$ cat src/ifs_supervisor_regs.vh
// Register map, field layout, reset values and timing of the fault supervisor.
// Assumes a 10 MHz system clock and a simple strobed register port.
`ifndef IFS_SUPERVISOR_REGS_VH
`define IFS_SUPERVISOR_REGS_VH

// ***********************************************************
// Register byte offsets
// ***********************************************************
`define IFS_ADDR_CTRL     8'h00
`define IFS_ADDR_TEMP     8'h04
`define IFS_ADDR_ZERO     8'h08
`define IFS_ADDR_SPAN     8'h0C
`define IFS_ADDR_STATUS   8'h10
`define IFS_ADDR_MASK     8'h14
`define IFS_ADDR_LOGCNT   8'h18
`define IFS_ADDR_LOGDATA  8'h1C
`define IFS_ADDR_POWER    8'h20
`define IFS_ADDR_STATE    8'h24

// ***********************************************************
// Control register fields
// ***********************************************************
`define IFS_CTRL_STD      0
`define IFS_CTRL_TSEL_LO  1
`define IFS_CTRL_TSEL_HI  2
`define IFS_CTRL_START    3
`define IFS_CTRL_SELFTST  4
`define IFS_CTRL_DEFAULT  5

// Reference temperature selections and values in degrees C
`define IFS_TSEL_25       2'h0
`define IFS_TSEL_20       2'h1
`define IFS_TSEL_0        2'h2
`define IFS_TEMP_25       8'h19
`define IFS_TEMP_20       8'h14
`define IFS_TEMP_0        8'h00

// Factory calibration values in micrograms per cm2
`define IFS_ZERO_DEFAULT  16'h015E
`define IFS_SPAN_DEFAULT  16'h0340

// ***********************************************************
// Status bits and error codes
// ***********************************************************
`define IFS_EV_POWER      0
`define IFS_EV_RESTART    1
`define IFS_EV_INTHW      2
`define IFS_EV_NOZUP      3
`define IFS_EV_NOZDN      4
`define IFS_EV_SHIM       5
`define IFS_EV_TAPE       6
`define IFS_EV_NUM        7
`define IFS_FAULT_MASK    7'h7D

// ***********************************************************
// Timing: clock in Hz, tick and timeouts in seconds, startup in cycles; analog full-scale code
// ***********************************************************
`define IFS_CLK_HZ        10000000
`define IFS_TICK_SEC      1
`define IFS_COMM_SEC      8'h0A
`define IFS_MOTOR_SEC     8'h14
`define IFS_STARTUP_CYC   32'h00000003
`define IFS_FULL_SCALE    16'hFFFF

`endif

$ cat src/ifs_supervisor.v
// Fault supervisor: flow reference temperature, span settings, alarms.
// Assumes one 10 MHz clock; sensor pins arrive asynchronously.
//
// The plain strobed port and the register addresses were left to the implementer.
`timescale 1ns/100ps
`include "ifs_supervisor_regs.vh"
// Behaviour
// - Standard flow uses 25, 20 or 0 C
// - Actual flow uses measured ambient temperature
// - Hold zero value 0.350, unused
// - Hold editable expected membrane span mass
// - Default action restores factory zero and span
// - Check alarms in operation, self-test, cycle start
// - Log time and type; output error code
// - Errors force analog output full scale
// - One shared relay closes on any error
// - Power return raises outage alarm with times; off time clears on return, only on time before failure is kept
// - Supervisor restart is separate non-faulty alarm
// - Ten seconds without I/O link halts
// - Twenty second nozzle move failure halts
// - Nozzle position from single-slot encoder pulse
// - Shim present at startup or start halts
// - Reel driven twenty seconds unrotated: tape broke
module ifs_supervisor
#(
  parameter TICK_CYCLES = `IFS_CLK_HZ * `IFS_TICK_SEC, // Cycles a second
  parameter LOG_DEPTH   = 8,                          // Error log records
  parameter LOG_AW      = 3                           // Log pointer width
)
(
  input  wire        ref_clk,           // System clock, 10 MHz
  input  wire        srst,              // Synchronous reset
  input  wire [7:0]  regAddr,           // Register byte address
  input  wire [31:0] regWdata,          // Register write data
  input  wire        regWr,             // Write strobe
  input  wire        regRd,             // Read strobe
  output reg  [31:0] regRdata,          // Read data, cycle after strobe
  input  wire        nozzleUpDrive,     // Nozzle motor driven up
  input  wire        nozzleDownDrive,   // Nozzle motor driven down
  input  wire        reelDrive,         // Take-up reel motor driven
  input  wire        nozzlePosPin,      // Nozzle slot photo sensor
  input  wire        shimPin,           // Shim presence photo sensor
  input  wire        reelEncPin,        // Supply reel encoder
  input  wire        ioLinkOkPin,       // I/O board link healthy
  input  wire        powerGoodPin,      // Main power present
  input  wire        restartPin,        // Supervisory restart flag
  input  wire [7:0]  ambientTemp,       // Measured ambient, deg C
  input  wire [15:0] concValue,         // Concentration for analog out
  output reg  [7:0]  flowTemp,          // Temperature used for flow
  output reg  [15:0] analogOut,         // Analog concentration code
  output reg         alarmRelay,        // Shared alarm relay closed
  output reg         haltRun,           // Operation halted
  output reg  [7:0]  dataLogCode,       // Code for data-log entry
  output reg         dataLogStrobe,     // Code valid, one cycle
  output wire        irq                // Level interrupt
);
  // ***********************************************************
  // Functions
  // ***********************************************************
  // Reference temperature for a selection
  function [7:0] tempOf;
    input [1:0] sel;
    begin
      tempOf = (sel == `IFS_TSEL_20) ? `IFS_TEMP_20 :
               (sel == `IFS_TSEL_0)  ? `IFS_TEMP_0 : `IFS_TEMP_25;
    end
  endfunction
  // Lowest pending event number, as an error code
  function [7:0] codeOf;
    input [`IFS_EV_NUM-1:0] ev;
    integer i;
    begin
      codeOf = 8'h00;
      for (i = `IFS_EV_NUM - 1; i >= 0; i = i - 1)
        if (ev[i])
          codeOf = i[7:0] + 8'h01;
    end
  endfunction
  // ***********************************************************
  // Registers and state
  // ***********************************************************
  reg                    flowStd;       // Standard flow type
  reg [1:0]              tempSel;       // Reference temperature choice
  reg [15:0]             zeroVal;       // Zero value, stored only
  reg [15:0]             referenceMembraneMass; // Span comparison value
  reg [`IFS_EV_NUM-1:0]  status;        // Sticky alarm bits
  reg [`IFS_EV_NUM-1:0]  mask;          // Interrupt enables
  reg [`IFS_EV_NUM-1:0]  pend;          // Events awaiting logging
  reg [23:0]             logMem [0:LOG_DEPTH-1]; // Time and code
  reg [LOG_AW-1:0]       logWp;         // Log write pointer
  reg [LOG_AW-1:0]       logRp;         // Log read pointer
  reg [LOG_AW:0]         logCnt;        // Records held
  reg [8:0]              syn1;          // Pin sync stage one
  reg [8:0]              syn2;          // Pin sync stage two
  reg [8:0]              synPrev;       // Synced pins, last cycle
  reg [31:0]             tickCnt;       // Divider to one second
  reg                    tick;          // One-second pulse
  reg [15:0]             seconds;       // Free time stamp
  reg [7:0]              commCnt;       // Seconds without link
  reg [7:0]              nozCnt;        // Seconds of nozzle drive
  reg [7:0]              reelCnt;       // Seconds of reel drive
  reg                    commLost;      // Link down ten seconds
  reg [15:0]             onSecs;        // Seconds powered
  reg [15:0]             offSecs;       // Seconds unpowered
  reg [15:0]             onBefore;      // On time before failure
  reg                    startup;       // Set from reset until tickCnt reaches 3
  reg                    nozDirUp;      // Last nozzle direction
  reg [`IFS_EV_NUM-1:0]  evSet;         // Events this cycle
  wire                   nozzleSense;   // Synced nozzle sensor
  wire                   shimSense;     // Synced shim sensor
  wire                   reelSense;     // Synced reel encoder
  wire                   linkOk;        // Synced link health
  wire                   powerGood;     // Synced power flag
  wire                   restartSeen;   // Synced restart flag
  wire                   wrCtrl;        // Control register write
  wire                   cycleCheck;    // Start-of-cycle or self-test
  wire                   errorPresent;  // Any faulty alarm set
  wire                   logPush;       // Record written
  wire                   logPop;        // Record read out
  wire [7:0]             pendCode;      // Code of next record
  assign nozzleSense = syn2[0];
  assign shimSense   = syn2[1];
  assign reelSense   = syn2[2];
  assign linkOk      = syn2[3];
  assign powerGood   = syn2[4];
  assign restartSeen = syn2[5];
  assign wrCtrl      = regWr && (regAddr == `IFS_ADDR_CTRL);
  assign cycleCheck  = wrCtrl && (regWdata[`IFS_CTRL_START] ||
                       regWdata[`IFS_CTRL_SELFTST]);
  assign errorPresent = |(status & `IFS_FAULT_MASK);
  assign irq         = |(status & mask);
  assign pendCode    = codeOf(pend);
  assign logPush     = (|pend) && (logCnt != LOG_DEPTH[LOG_AW:0]);
  assign logPop      = regRd && (regAddr == `IFS_ADDR_LOGDATA) && (|logCnt);
  // ***********************************************************
  // Pin synchronisers and time base
  // ***********************************************************
  // Two flops on every pin before use
  always @(posedge ref_clk)
  begin
    if (srst)
    begin
      syn1    <= 9'h000;
      syn2    <= 9'h000;
      synPrev <= 9'h000;
    end
    else
    begin
      syn1    <= {3'h0, restartPin, powerGoodPin, ioLinkOkPin,
                  reelEncPin, shimPin, nozzlePosPin};
      syn2    <= syn1;
      synPrev <= syn2;
    end
  end
  // One-second tick and time stamp
  always @(posedge ref_clk)
  begin
    if (srst)
    begin
      tickCnt <= 32'h00000000;
      tick    <= 1'b0;
      seconds <= 16'h0000;
    end
    else if (tickCnt == TICK_CYCLES - 1)
    begin
      tickCnt <= 32'h00000000;
      tick    <= 1'b1;
      seconds <= seconds + 16'h0001;
    end
    else
    begin
      tickCnt <= tickCnt + 32'h00000001;
      tick    <= 1'b0;
    end
  end
  // ***********************************************************
  // Supervision timers
  // ***********************************************************
  // Each counter clears when satisfied or drive released
  always @(posedge ref_clk)
  begin
    if (srst)
    begin
      commCnt  <= 8'h00;
      nozCnt   <= 8'h00;
      reelCnt  <= 8'h00;
      commLost <= 1'b0;
      nozDirUp <= 1'b0;
    end
    else
    begin
      // Link: halt level held until link recovers
      if (linkOk)
      begin
        commCnt  <= 8'h00;
        commLost <= 1'b0;
      end
      else if (commCnt >= `IFS_COMM_SEC)
        commLost <= 1'b1;
      else if (tick)
        commCnt <= commCnt + 8'h01;
      // Nozzle: arrival is the slot pulse rising edge
      if (!(nozzleUpDrive || nozzleDownDrive) ||
          (nozzleSense && !synPrev[0]))
        nozCnt <= 8'h00;
      else if (tick && nozCnt < `IFS_MOTOR_SEC)
        nozCnt <= nozCnt + 8'h01;
      if (nozzleUpDrive || nozzleDownDrive)
        nozDirUp <= nozzleUpDrive;
      // Reel: any encoder edge is rotation
      if (!reelDrive || (reelSense != synPrev[2]))
        reelCnt <= 8'h00;
      else if (tick && reelCnt < `IFS_MOTOR_SEC)
        reelCnt <= reelCnt + 8'h01;
    end
  end
  // ***********************************************************
  // Event detection
  // ***********************************************************
  // One-cycle set requests for each alarm
  always @*
  begin
    evSet[`IFS_EV_POWER]   = powerGood && !synPrev[4]
                             && !startup;
    evSet[`IFS_EV_RESTART] = restartSeen && !synPrev[5];
    evSet[`IFS_EV_INTHW]   = !linkOk && commCnt >= `IFS_COMM_SEC
                             && !commLost;
    evSet[`IFS_EV_NOZUP]   = tick && nozDirUp &&
                             nozCnt == `IFS_MOTOR_SEC - 8'h01;
    evSet[`IFS_EV_NOZDN]   = tick && !nozDirUp &&
                             nozCnt == `IFS_MOTOR_SEC - 8'h01;
    evSet[`IFS_EV_SHIM]    = shimSense &&
                             (startup || cycleCheck);
    evSet[`IFS_EV_TAPE]    = tick &&
                             reelCnt == `IFS_MOTOR_SEC - 8'h01;
  end
  // Power on and off durations
  always @(posedge ref_clk)
  begin
    if (srst)
    begin
      onSecs   <= 16'h0000;
      offSecs  <= 16'h0000;
      onBefore <= 16'h0000;
      startup  <= 1'b1;
    end
    else
    begin
      // Startup window lasts until synchronisers are filled
      if (tickCnt == `IFS_STARTUP_CYC)
        startup <= 1'b0;
      if (powerGood && !synPrev[4])
        offSecs <= 16'h0000;
      if (!powerGood && synPrev[4])
      begin
        onBefore <= onSecs;
        onSecs   <= 16'h0000;
      end
      else if (tick && powerGood)
        onSecs <= onSecs + 16'h0001;
      else if (tick && !powerGood)
        offSecs <= offSecs + 16'h0001;
    end
  end
  // ***********************************************************
  // Status, mask, log and outputs
  // ***********************************************************
  // Sticky status: set wins over write-one-to-clear
  always @(posedge ref_clk)
  begin
    if (srst)
    begin
      status <= {`IFS_EV_NUM{1'b0}};
      pend   <= {`IFS_EV_NUM{1'b0}};
    end
    else
    begin
      if (regWr && regAddr == `IFS_ADDR_STATUS)
        status <= (status & ~regWdata[`IFS_EV_NUM-1:0]) | evSet;
      else
        status <= status | evSet;
      if (logPush)
        pend <= (pend & (pend - {{(`IFS_EV_NUM-1){1'b0}}, 1'b1})) | evSet;
      else
        pend <= pend | evSet;
    end
  end
  // Error log ring, one record a cycle
  always @(posedge ref_clk)
  begin
    if (srst)
    begin
      logWp         <= {LOG_AW{1'b0}};
      logRp         <= {LOG_AW{1'b0}};
      logCnt        <= {(LOG_AW+1){1'b0}};
      dataLogCode   <= 8'h00;
      dataLogStrobe <= 1'b0;
    end
    else
    begin
      dataLogStrobe <= logPush;
      if (logPush)
      begin
        logMem[logWp] <= {seconds, pendCode};
        logWp         <= logWp + {{(LOG_AW-1){1'b0}}, 1'b1};
        dataLogCode   <= pendCode;
      end
      if (logPop)
        logRp <= logRp + {{(LOG_AW-1){1'b0}}, 1'b1};
      if (logPush && !logPop)
        logCnt <= logCnt + {{LOG_AW{1'b0}}, 1'b1};
      else if (logPop && !logPush)
        logCnt <= logCnt - {{LOG_AW{1'b0}}, 1'b1};
    end
  end
  // Settings registers
  always @(posedge ref_clk)
  begin
    if (srst)
    begin
      flowStd               <= 1'b0;
      tempSel               <= `IFS_TSEL_25;
      zeroVal               <= `IFS_ZERO_DEFAULT;
      referenceMembraneMass <= `IFS_SPAN_DEFAULT;
      mask                  <= {`IFS_EV_NUM{1'b0}};
    end
    else if (wrCtrl && regWdata[`IFS_CTRL_DEFAULT])
    begin
      zeroVal               <= `IFS_ZERO_DEFAULT;
      referenceMembraneMass <= `IFS_SPAN_DEFAULT;
    end
    else if (wrCtrl)
    begin
      flowStd <= regWdata[`IFS_CTRL_STD];
      // Only the three legal temperatures are accepted
      if (regWdata[`IFS_CTRL_TSEL_HI:`IFS_CTRL_TSEL_LO] != 2'h3)
        tempSel <= regWdata[`IFS_CTRL_TSEL_HI:`IFS_CTRL_TSEL_LO];
    end
    else if (regWr && regAddr == `IFS_ADDR_ZERO)
      zeroVal <= regWdata[15:0];
    else if (regWr && regAddr == `IFS_ADDR_SPAN)
      referenceMembraneMass <= regWdata[15:0];
    else if (regWr && regAddr == `IFS_ADDR_MASK)
      mask <= regWdata[`IFS_EV_NUM-1:0];
  end
  // Block outputs
  always @(posedge ref_clk)
  begin
    if (srst)
    begin
      flowTemp   <= `IFS_TEMP_25;
      analogOut  <= 16'h0000;
      alarmRelay <= 1'b0;
      haltRun    <= 1'b0;
    end
    else
    begin
      flowTemp   <= flowStd ? tempOf(tempSel)
                            : ambientTemp;
      analogOut  <= errorPresent ? `IFS_FULL_SCALE
                                 : concValue;
      alarmRelay <= errorPresent;
      haltRun    <= commLost ||
                    status[`IFS_EV_NOZUP] || status[`IFS_EV_NOZDN] ||
                    status[`IFS_EV_SHIM] ||
                    status[`IFS_EV_TAPE];
    end
  end
  // Read data, one cycle after the strobe; unmapped reads zero
  always @(posedge ref_clk)
  begin
    if (srst || !regRd)
      regRdata <= 32'h00000000;
    else if (regAddr == `IFS_ADDR_CTRL)
      regRdata <= {29'h0, tempSel, flowStd};
    else if (regAddr == `IFS_ADDR_TEMP)
      regRdata <= {24'h0, flowTemp};
    else if (regAddr == `IFS_ADDR_ZERO)
      regRdata <= {16'h0, zeroVal};
    else if (regAddr == `IFS_ADDR_SPAN)
      regRdata <= {16'h0, referenceMembraneMass};
    else if (regAddr == `IFS_ADDR_STATUS)
      regRdata <= {25'h0, status};
    else if (regAddr == `IFS_ADDR_MASK)
      regRdata <= {25'h0, mask};
    else if (regAddr == `IFS_ADDR_LOGCNT)
      regRdata <= {{(31-LOG_AW){1'b0}}, logCnt};
    else if (regAddr == `IFS_ADDR_LOGDATA)
      regRdata <= logPop ? {8'h0, logMem[logRp]} : 32'h00000000;
    else if (regAddr == `IFS_ADDR_POWER)
      regRdata <= {offSecs, onBefore};
    else if (regAddr == `IFS_ADDR_STATE)
      regRdata <= {29'h0, commLost, haltRun, alarmRelay};
    else
      regRdata <= 32'h00000000;
  end
endmodule

$ cat config.mk
export PLATFORM = sky130hd
export DESIGN_NAME = ifs_supervisor
export DESIGN_NICKNAME = d
export VERILOG_FILES = /design/src/ifs_supervisor.v
export VERILOG_INCLUDE_DIRS = /design/src
export SDC_FILE = /design/constraint.sdc
export NUM_CORES = 1
export LEC_CHECK = 0
export BUFFER_PORTS_ARGS = -buffer_cell sky130_fd_sc_hd__buf_4
export CAP_MARGIN = 20
export CORE_MARGIN = 8
export CORE_UTILIZATION = 25
export CTS_BUF_LIST = sky130_fd_sc_hd__clkbuf_16
export DETAILED_ROUTE_END_ITERATION = 16
export GPL_TIMING_DRIVEN = 0
export MAX_ROUTING_LAYER = met4
export RECOVER_POWER = 50
export SLEW_MARGIN = 20
export SYNTH_ARGS = -nofsm -noshare
export SYNTH_HDL_FRONTEND = slang
export SYNTH_SLANG_ARGS = --single-unit
$ cat constraint.sdc
create_clock -name ref_clk -period 10.9 [get_ports ref_clk]
set_input_delay 1.09 -clock ref_clk [delete_from_list [all_inputs] [get_ports ref_clk]]
set_output_delay 1.09 -clock ref_clk [all_outputs]
set_load 0.005 [all_outputs]
==> summary.md, run 1 <==
### CTS
- deepest clock path buffer count: 3
- Reg clk slew, reported paths: 0.06 ns
- Clock Sinks: 423
- hold_buf cts: 0
- CTS Root Buffer Type: clkbuf_16
- CTS tree: built
- clock buffers created by TritonCTS: 43
- count of instances resized after the clock tree is built: 0
- number of buffers inserted by post-CTS setup repair: 0
- Skew-Pair Late Insertion Delay: 0.58 ns
- number of levels the H-tree was split into: 2

### STA
- final number of setup-violating endpoints: 0
- Final Hold Violating Endpoints: 0
- minimum setup slack in the final design: 6.63 ns
- number of max-slew violations in the final report: 0
- unrepaired setup endpoints after global routing: false
- final cycle utilization of the critical path: 0.392
- worst clock skew on the final layout: 0.0261 ns
- Slew @ Worst Pin: 1.09 ns
- setup tns final: 0 ns
- headroom to the max-slew limit: 0.274
- time the worst path needs with I/O delays and setup: 4.27 ns
- maximum clock frequency: 0.234 GHz

### Die
- die outline height: 277 um
- standard-cell rows: 95
- Die Wd: 277 um
- num ports: 145
- Die Footprint: 76700 um2
- core outline area: 67300 um2
- initial core utilization: 0.253

### Critical path
- critical path peak fanout: 7
- endpoint type of the worst setup path: flop
- signal arrival time at the worst endpoint: 4.77 ns
- data required time of the critical path: 11.40 ns
- Critical Path Source Type: primary input
- startpoint-to-endpoint class of the critical path: primary input to flop
- path depth of the worst reg2reg path: 11

### Power
- highest ir drop seen on vdd: 0.114 mV
- overall power of the completed layout: 0.00323 W
- switching power total: 0.000725 W
- fraction of power consumed by the clock network: 0.449
- Leakage Power: 6.85 nW
- Power Density: 158 nW/um2
- sequential cell fraction of total power: 0.512
- proportion of total power due to net switching: 0.225
- internal power: 0.00250 W
- Gate power share: 0.039

### Min path
- number of cells on the worst hold path: 2
- hold crit path type: flop to flop

### Synthesis
- number of warnings printed during yosys synthesis: 0
- Cell variety after synth: 69
- Syn Std Cell Area: 17000 um2
- sequential element share of the synthesized area: 0.587
- Post-synth EDFFs: 152
- number of standard cells after synthesis: 1541
- syn avg cell area: 11.0 um2
- fraction of registers with async set or reset after synthesis: 0
- ys flop type: dfxtp_1
- Synth Register Bits: 423

### Job
- count of max-cap constraint violations: 0

### Place
- total half-perimeter wirelength after legalization and detailed placement: 36200 um
- area post-placement: 19200 um2
- global placer's final weighted congestion: 0.914
- DP Worst Slack: 6.12 ns
- Port-buffer cells: 122

### Drt
- total DRC errors in the routed layout: 0
- Wirelength per Cell: 18.6 um
- WL final: 49100 um
- first drt pass iteration count: 5
- DR vias: 12700
- routed via count divided by cell count: 4.80
- antenna viol nets, final: 0
- violation count after the first detailed-routing iteration: 1294

### Finish
- commonest non-fill, non-tap cell in the layout: dfxtp_1
- fraction of final layout cells sized beyond drive strength 1: 0.150
- post-synthesis to final-layout area growth: 20.2%
- share of the core filled with cells: 0.304
- number of diodes: 0
- leading cell types in the layout, fill and taps excluded: 271 x dfxtp_1, 183 x nand2_1, 152 x edfxtp_1, 143 x nor2_1, 98 x a21oi_1
- summed area of non-filler cells in the final layout: 20500 um2
- number of nets in the layout: 1824

### Global route
- Tot GR Track Use: 0.127
- grt total ovfl: 0
- vias in the first global route: 12700
- initial antenna violation count: 1
- largest net degree at the start of global routing: 20
- global-route wire length before repair: 75700 um

### Run status
- run status: finished clean

==> power groups by stage <==
stage	clock network [W]	logic, W	registers, W
detailed placement	0	0.000130	0.00169
CTS	0.00148	0.000130	0.00165
floorplan	0	0.0000630	0.00168
finish	0.00145	0.000127	0.00165
global route	0.00154	0.000138	0.00165
global placement	0	0.000126	0.00169
==> area by class of cell <==
| class | count | area [um2] |
|---|---|---|
| inverters | 35 | 131 |
| fillers | 6893 | 46800 |
| multi-input cells | 1006 | 6620 |
| flip-flops and latches | 423 | 9990 |
| clock inverters | 34 | 273 |
| clock buffers | 44 | 1100 |
| well taps | 873 | 1090 |
| repair buffers | 141 | 898 |
| plain buffers | 81 | 350 |
==> worst paths after layout <==
path | from | end | slack, ns
max | regAddr[5] | logCnt[3] | 6.63
min | reelCnt[6] | reelCnt[6] | 0.43
max reg2reg | logCnt[0] | logCnt[3] | 7.51
min reg2reg | reelCnt[6] | reelCnt[6] | 0.43
==> flip-flops by register name, summed over array words and instances (netlist names), 3 cells and up, named ones only <==
name                   flops
logMem                   152
regRdata                  32
tickCnt                   32
analogOut                 16
offSecs                   16
onBefore                  16
onSecs                    16
referenceMembraneMass     16
seconds                   16
zeroVal                   16
commCnt                    8
flowTemp                   8
nozCnt                     8
reelCnt                    8
mask                       7
pend                       7
status                     7
syn1                       6
syn2                       6
logCnt                     4
synPrev                    4
dataLogCode                3
logRp                      3
logWp                      3
==> synth_stat cells (all sizes together) (18+ instances only) <==
cell type / number / share of area
a21oi: 99 / 0.029
and2: 19 / 0.0070
and3: 18 / 0.0068
buf: 26 / 0.0083
clkbuf: 55 / 0.014
dfxtp: 271 / 0.32
edfxtp: 152 / 0.27
inv: 34 / 0.0075
mux2i: 33 / 0.019
mux4: 38 / 0.050
nand2: 183 / 0.040
nand3: 51 / 0.015
nand4: 21 / 0.0086
nor2: 147 / 0.032
nor2b: 28 / 0.010
nor3: 33 / 0.0097
nor4: 27 / 0.010
o21a: 19 / 0.0084
o21ai: 39 / 0.011
or4: 19 / 0.0086
xnor2: 44 / 0.023
==> routing by layer <==
metal	GRT usage	part of all wire	vias up
met5	-	0	-
met1	0.168	0.46	6241
li1	-	-	5947
met3	0.0248	0.066	56
met2	0.200	0.45	411
met4	0.0319	0.019	0
==> through the flow <==
step | cells | hold slack (ns)
finish | 2637 | 0.429
global route | 2637 | 0.458
floorplan | 1545 | 0.408
CTS | 2636 | 0.429
global placement | 2540 | 0.422
detailed placement | 2558 | 0.420
==> worst max-delay path: stages <==
cell and delay [ns]:
buf_4 0.13, or4b_2 0.67, clkbuf_1 0.28, a2111oi_2 0.91, inv_1 0.16, ha_1 0.26
inv_1 0.12, ha_1 0.24, a21o_1 0.17, a21oi_1 0.17, xnor2_1 0.09, or3_1 0.31
a21oi_1 0.15
==> cell families (layout without fill, tap and decap cells) <==
group | count (synthesis) | count (layout) | synth area share
AND/OR/NAND/NOR | 594 | 594 | 0.170
buffers and inverters | 116 | 335 | 0.0299
AO/OA/AOI/OAI | 247 | 247 | 0.0913
adder cells (fa/ha/maj) | 16 | 16 | 0.0122
other | 1 | 5 | 0.000220
flip-flops | 423 | 423 | 0.587
XOR/XNOR | 59 | 59 | 0.0304
multiplexers | 85 | 85 | 0.0789
Power figures use the tool's default switching activity.
==> inputs of run 2 (changes only) <==
- clock period: 10.9 -> 3.8 ns (I/O delays scaled with it)
==> run 2 against run 1 <==
  * Worst hold slack worse by 0.41 ns
  * Cell area is 1.1% higher
  * Combinational power rose to 3.0 times the previous value
  * Sequential cell count unchanged
  * Register-to-register slack worse by 7.2 ns
  * Wire length rose by 0.65%
  * Global-route usage barely moved
  * Core utilization increased by 0.35 points
  * Critical path type unchanged
==> summary.md, run 2 (synthesis gave the netlist of run 1 again) <==
### Drt
- routed via count divided by cell count: 4.79
- violation count after the first detailed-routing iteration: 1031
- total DRC errors in the routed layout: 0
- WL final: 49400 um
- DR vias: 12700
- first drt pass iteration count: 7
- Wirelength per Cell: 18.7 um
- antenna viol nets, final: 0

### Critical path
- CP Cell Sequence: clkbuf_1 -> or4b_2 -> clkbuf_1 -> a2111oi_2 -> inv_1 -> ha_1 -> inv_1 -> ha_1 -> a21o_1 -> a21oi_1 -> xnor2_1 -> or3_1 -> a21oi_1
- endpoint type of the worst setup path: flop
- master of the slowest instance on the critical path: a2111oi_2
- startpoint-to-endpoint class of the critical path: primary input to flop
- critical path peak fanout: 7
- largest stage delay on the critical path: 0.91 ns
- slack of the worst reg-to-reg path: 0.32 ns
- signal arrival time at the worst endpoint: 4.05 ns
- data required time of the critical path: 4.29 ns
- Critical Path Source Type: primary input

### STA
- Hold Worst Slack: 0.0214 ns
- Slew @ Worst Pin: 1.10 ns
- Final Hold Violating Endpoints: 0
- maximum clock frequency: 0.280 GHz
- final cycle utilization of the critical path: 0.939
- final number of setup-violating endpoints: 0
- headroom to the max-slew limit: 0.268
- unrepaired setup endpoints after global routing: false
- time the worst path needs with I/O delays and setup: 3.57 ns
- number of max-slew violations in the final report: 0
- worst clock skew on the final layout: 0.0143 ns

### Global route
- largest net degree at the start of global routing: 20
- global-route wire length before repair: 75600 um
- grt total ovfl: 0
- initial antenna violation count: 1
- vias in the first global route: 12600
- Tot GR Track Use: 0.127

### Power
- proportion of total power due to net switching: 0.226
- highest ir drop seen on vdd: 0.280 mV
- internal power: 0.00723 W
- switching power total: 0.00211 W
- sequential cell fraction of total power: 0.507
- Power Density: 451 nW/um2
- Gate power share: 0.040
- Leakage Power: 6.92 nW
- fraction of power consumed by the clock network: 0.453

### CTS
- Clock Sinks: 423
- hold_buf cts: 11
- Skew-Pair Late Insertion Delay: 0.57 ns
- Reg clk slew, reported paths: 0.06 ns
- number of buffers inserted by post-CTS setup repair: 0
- count of instances resized after the clock tree is built: 0
- CTS tree: built
- deepest clock path buffer count: 3
- CTS Root Buffer Type: clkbuf_16
- clock buffers created by TritonCTS: 43
- number of levels the H-tree was split into: 2

### Finish
- fill cell count: 6876
- leading cell types in the layout, fill and taps excluded: 271 x dfxtp_1, 183 x nand2_1, 152 x edfxtp_1, 143 x nor2_1, 98 x a21oi_1
- post-synthesis to final-layout area growth: 21.5%
- register area: 9990 um2
- register with the most flip-flops: logMem
- fraction of final layout cells sized beyond drive strength 1: 0.155
- number of nets in the layout: 1833
- largest registers ranked by flip-flop count: logMem (152), regRdata (32), tickCnt (32)
- total area of multi-input combinational cells: 6620 um2
- summed area of non-filler cells in the final layout: 20700 um2
- commonest non-fill, non-tap cell in the layout: dfxtp_1
- number of flip-flops under the largest register name: 152
- number of diodes: 0

### Min path
- hold crit path type: primary input to flop

### Die
- standard-cell rows: 95
- num ports: 145
- Die Wd: 277 um
- Die Footprint: 76700 um2
- die outline height: 277 um
- core outline area: 67300 um2
- initial core utilization: 0.253

### Job
- count of max-cap constraint violations: 0

### Run status
- run status: finished clean

### Place
- area post-placement: 19300 um2
- total half-perimeter wirelength after legalization and detailed placement: 36100 um
- global placer's final weighted congestion: 0.935
- Port-buffer cells: 122

[run 2: changes by cell type in the layout (fill, tap and decap cells not counted), sizes merged]
cell	change
dlygate4sd3	+11
clkinv	+6
buf	-4
inv	-4
clkbuf	+3
clkinvlp	-1
[run 2: cell type report]
| class | instances | share of cell area |
|---|---|---|
| repair buffers | 150 | 0.0531 |
| flip-flops and latches | 423 | 0.483 |
| clock buffers | 45 | 0.0544 |
| clock inverters | 35 | 0.0139 |
| well taps | 873 | 0.0528 |
| inverters | 35 | 0.00635 |
| multi-input cells | 1006 | 0.320 |
| plain buffers | 81 | 0.0169 |
[run 2: routing by layer]
layer | track usage | part of all wire | vias to the layer above
li1 | - | - | 5964
met1 | 0.170 | 0.46 | 6203
met2 | 0.195 | 0.45 | 454
met3 | 0.0260 | 0.073 | 72
met4 | 0.0337 | 0.021 | 0
met5 | - | 0 | -
[run 2: final timing paths]
path,startpoint,endpoint,depth (start not counted)
worst max register to register,logCnt[0],logMem[2][17],6
worst max-delay path,regAddr[5],logCnt[3],13
worst min register to register,reelCnt[5],reelCnt[5],2
worst min-delay path,ambientTemp[5],flowTemp[5],2
[run 2: metrics by stage]
step | setup TNS [ns] | setup slack (ns) | util | cells | power [W]
2_1_floorplan | 0 | 0.182 | - | 1545 | 0.00501
3_3_place_gp | -126.80 | -2.41 | 0.283 | 2540 | 0.00520
3_5_place_dp | -0.257 | -0.257 | 0.287 | 2557 | 0.00521
4_1_cts | 0 | 0.294 | 0.310 | 2648 | 0.00947
5_1_grt | 0 | 0.0807 | 0.308 | 2648 | 0.00966
6_report | 0 | 0.232 | 0.308 | 2648 | 0.00934
[run 2: critical path: cells and delay by family]
family,cells,cell delay (ns)
adders and majority gates,2,0.51
xor gates and xnor gates,1,0.09
AOI/OAI and AO/OA,4,1.40
buffers and inverters,4,0.69
and+or+nand+nor,2,0.97
[run 2: power groups by stage]
stage	Clock, W	Combinational [W]	Sequential, W
floorplan	0	0.000181	0.00483
global placement	0	0.000360	0.00484
detailed placement	0	0.000375	0.00484
CTS	0.00434	0.000386	0.00474
global route	0.00451	0.000406	0.00474
finish	0.00423	0.000375	0.00474
==> inputs of run 3 (changes only) <==
- CELL_PAD_IN_SITES_DETAIL_PLACEMENT: not set -> 1
- CELL_PAD_IN_SITES_GLOBAL_PLACEMENT: not set -> 1
- PLACE_DENSITY_LB_ADDON: not set -> 0.1
==> run 3 against run 2 <==
  * Fmax increased by 4.7%
  * Worst hold slack improved by 0.024 ns
  * Largest cell class unchanged
  * Die area stayed put
  * Critical path type is now flop to flop
  * First-iteration DRC count fell by 42%
==> summary.md, run 3 (synthesis gave the netlist of run 1 again) <==
### Die
- initial core utilization: 0.253
- standard-cell rows: 95
- die outline height: 277 um
- Die Footprint: 76700 um2
- Die Wd: 277 um
- core outline area: 67300 um2
- num ports: 145

### Place
- global placer's final weighted congestion: 0.809
- total half-perimeter wirelength after legalization and detailed placement: 42100 um
- Port-buffer cells: 122
- DP Worst Slack: -0.105 ns
- area post-placement: 19400 um2

### Global route
- global-route wire length before repair: 87100 um
- grt total ovfl: 0
- largest net degree at the start of global routing: 18
- Tot GR Track Use: 0.151
- initial antenna violation count: 1
- vias in the first global route: 13600

### Drt
- WL final: 57200 um
- routed via count divided by cell count: 4.72
- violation count after the first detailed-routing iteration: 597
- first drt pass iteration count: 5
- antenna viol nets, final: 0
- Wirelength per Cell: 21.3 um
- total DRC errors in the routed layout: 0
- DR vias: 12700

### Finish
- register with the most flip-flops: logMem
- register area: 9990 um2
- share of the core filled with cells: 0.314
- number of nets in the layout: 1863
- commonest non-fill, non-tap cell in the layout: dfxtp_1
- leading cell types in the layout, fill and taps excluded: 271 x dfxtp_1, 183 x nand2_1, 152 x edfxtp_1, 143 x nor2_1, 97 x a21oi_1
- number of flip-flops under the largest register name: 152
- fraction of final layout cells sized beyond drive strength 1: 0.150
- fill cell count: 7466
- post-synthesis to final-layout area growth: 24.0%
- largest registers ranked by flip-flop count: logMem (152), regRdata (32), tickCnt (32)
- total area of multi-input combinational cells: 6640 um2
- summed area of non-filler cells in the final layout: 21100 um2

### CTS
- CTS Root Buffer Type: clkbuf_16
- CTS tree: built
- clock buffers created by TritonCTS: 50
- Clock Sinks: 423
- Reg clk slew, reported paths: 0.07 ns
- number of levels the H-tree was split into: 2
- number of buffers inserted by post-CTS setup repair: 0
- deepest clock path buffer count: 3
- hold_buf cts: 33
- Skew-Pair Late Insertion Delay: 0.61 ns
- count of instances resized after the clock tree is built: 0

### Critical path
- path depth of the worst reg2reg path: 6
- slack of the worst reg-to-reg path: 0.39 ns
- r2r endpoint: regRdata[17]
- startpoint-to-endpoint class of the critical path: flop to flop
- critical path peak fanout: 10
- Critical Path Source Type: flop
- endpoint type of the worst setup path: flop
- signal arrival time at the worst endpoint: 3.86 ns
- data required time of the critical path: 4.25 ns

### Power
- Leakage Power: 7.11 nW
- Power Density: 467 nW/um2
- switching power total: 0.00231 W
- internal power: 0.00755 W
- Gate power share: 0.041
- overall power of the completed layout: 0.00985 W
- sequential cell fraction of total power: 0.481
- highest ir drop seen on vdd: 0.295 mV
- fraction of power consumed by the clock network: 0.478
- proportion of total power due to net switching: 0.234

### Run status
- run status: finished clean

### STA
- Final Hold Violating Endpoints: 0
- headroom to the max-slew limit: 0.261
- time the worst path needs with I/O delays and setup: 3.41 ns
- minimum setup slack in the final design: 0.392 ns
- number of max-slew violations in the final report: 0
- Hold Worst Slack: 0.0458 ns
- maximum clock frequency: 0.293 GHz
- final cycle utilization of the critical path: 0.897
- final number of setup-violating endpoints: 0
- worst clock skew on the final layout: 0.0444 ns
- Slew @ Worst Pin: 1.10 ns
- unrepaired setup endpoints after global routing: false

### Min path
- number of cells on the worst hold path: 3
- Worst Hold End: zeroVal[6]
- hold crit path type: primary input to flop
- hold path startpoint: regWdata[6]

### Job
- count of max-cap constraint violations: 0

[run 3: per-layer routing]
metal / track usage / up-vias / share of wire
met5: - / - / 0
met4: 0.0395 / 0 / 0.019
met3: 0.0243 / 74 / 0.032
met2: 0.244 / 221 / 0.47
met1: 0.195 / 6341 / 0.48
li1: - / 6044 / -
[run 3: worst max-delay path, cell delays in order, from the launching register on]
cell	delay [ns]
dfxtp_1	0.35
buf_1	0.60
buf_1	0.65
clkbuf_1	0.66
mux4_2	0.40
mux2i_1	0.35
o2bb2ai_1	0.22
[run 3: layout make-up]
class / instances / area share
Antenna cell: 1 / 0.000119
Multi-Input combinational cell: 1006 / 0.315
Tap cell: 873 / 0.0517
Sequential cell: 423 / 0.473
Timing Repair Buffer: 173 / 0.0619
Inverter: 35 / 0.00622
Clock buffer: 50 / 0.0593
Buffer: 81 / 0.0167
Clock inverter: 44 / 0.0162
[run 3: how the worst max path moves through the flow]
stage / end / slack [ns] / cells past startpoint
after floorplan: logMem[4][0] / 0.18 / 4
after global placement: logMem[4][13] / -2.85 / 4
after detailed placement: logCnt[3] / -0.10 / 13
after CTS: logMem[4][12] / 0.15 / 6
after global routing: logCnt[3] / 0.22 / 10
final: regRdata[17] / 0.39 / 6
[run 3: power groups by stage]
| stage | clock [W] | combinational [W] | sequential (W) |
|---|---|---|---|
| finish | 0.00471 | 0.000404 | 0.00474 |
| global route | 0.00508 | 0.000445 | 0.00474 |
| CTS | 0.00489 | 0.000428 | 0.00474 |
| detailed placement | 0 | 0.000398 | 0.00484 |
| global placement | 0 | 0.000386 | 0.00484 |
| floorplan | 0 | 0.000181 | 0.00483 |
[run 3: metrics by stage]
stage | std cells | TNS (ns)
after floorplan | 1545 | 0
after global placement | 2540 | -177.13
after detailed placement | 2558 | -0.105
after CTS | 2685 | 0
after global routing | 2686 | 0
final | 2686 | 0
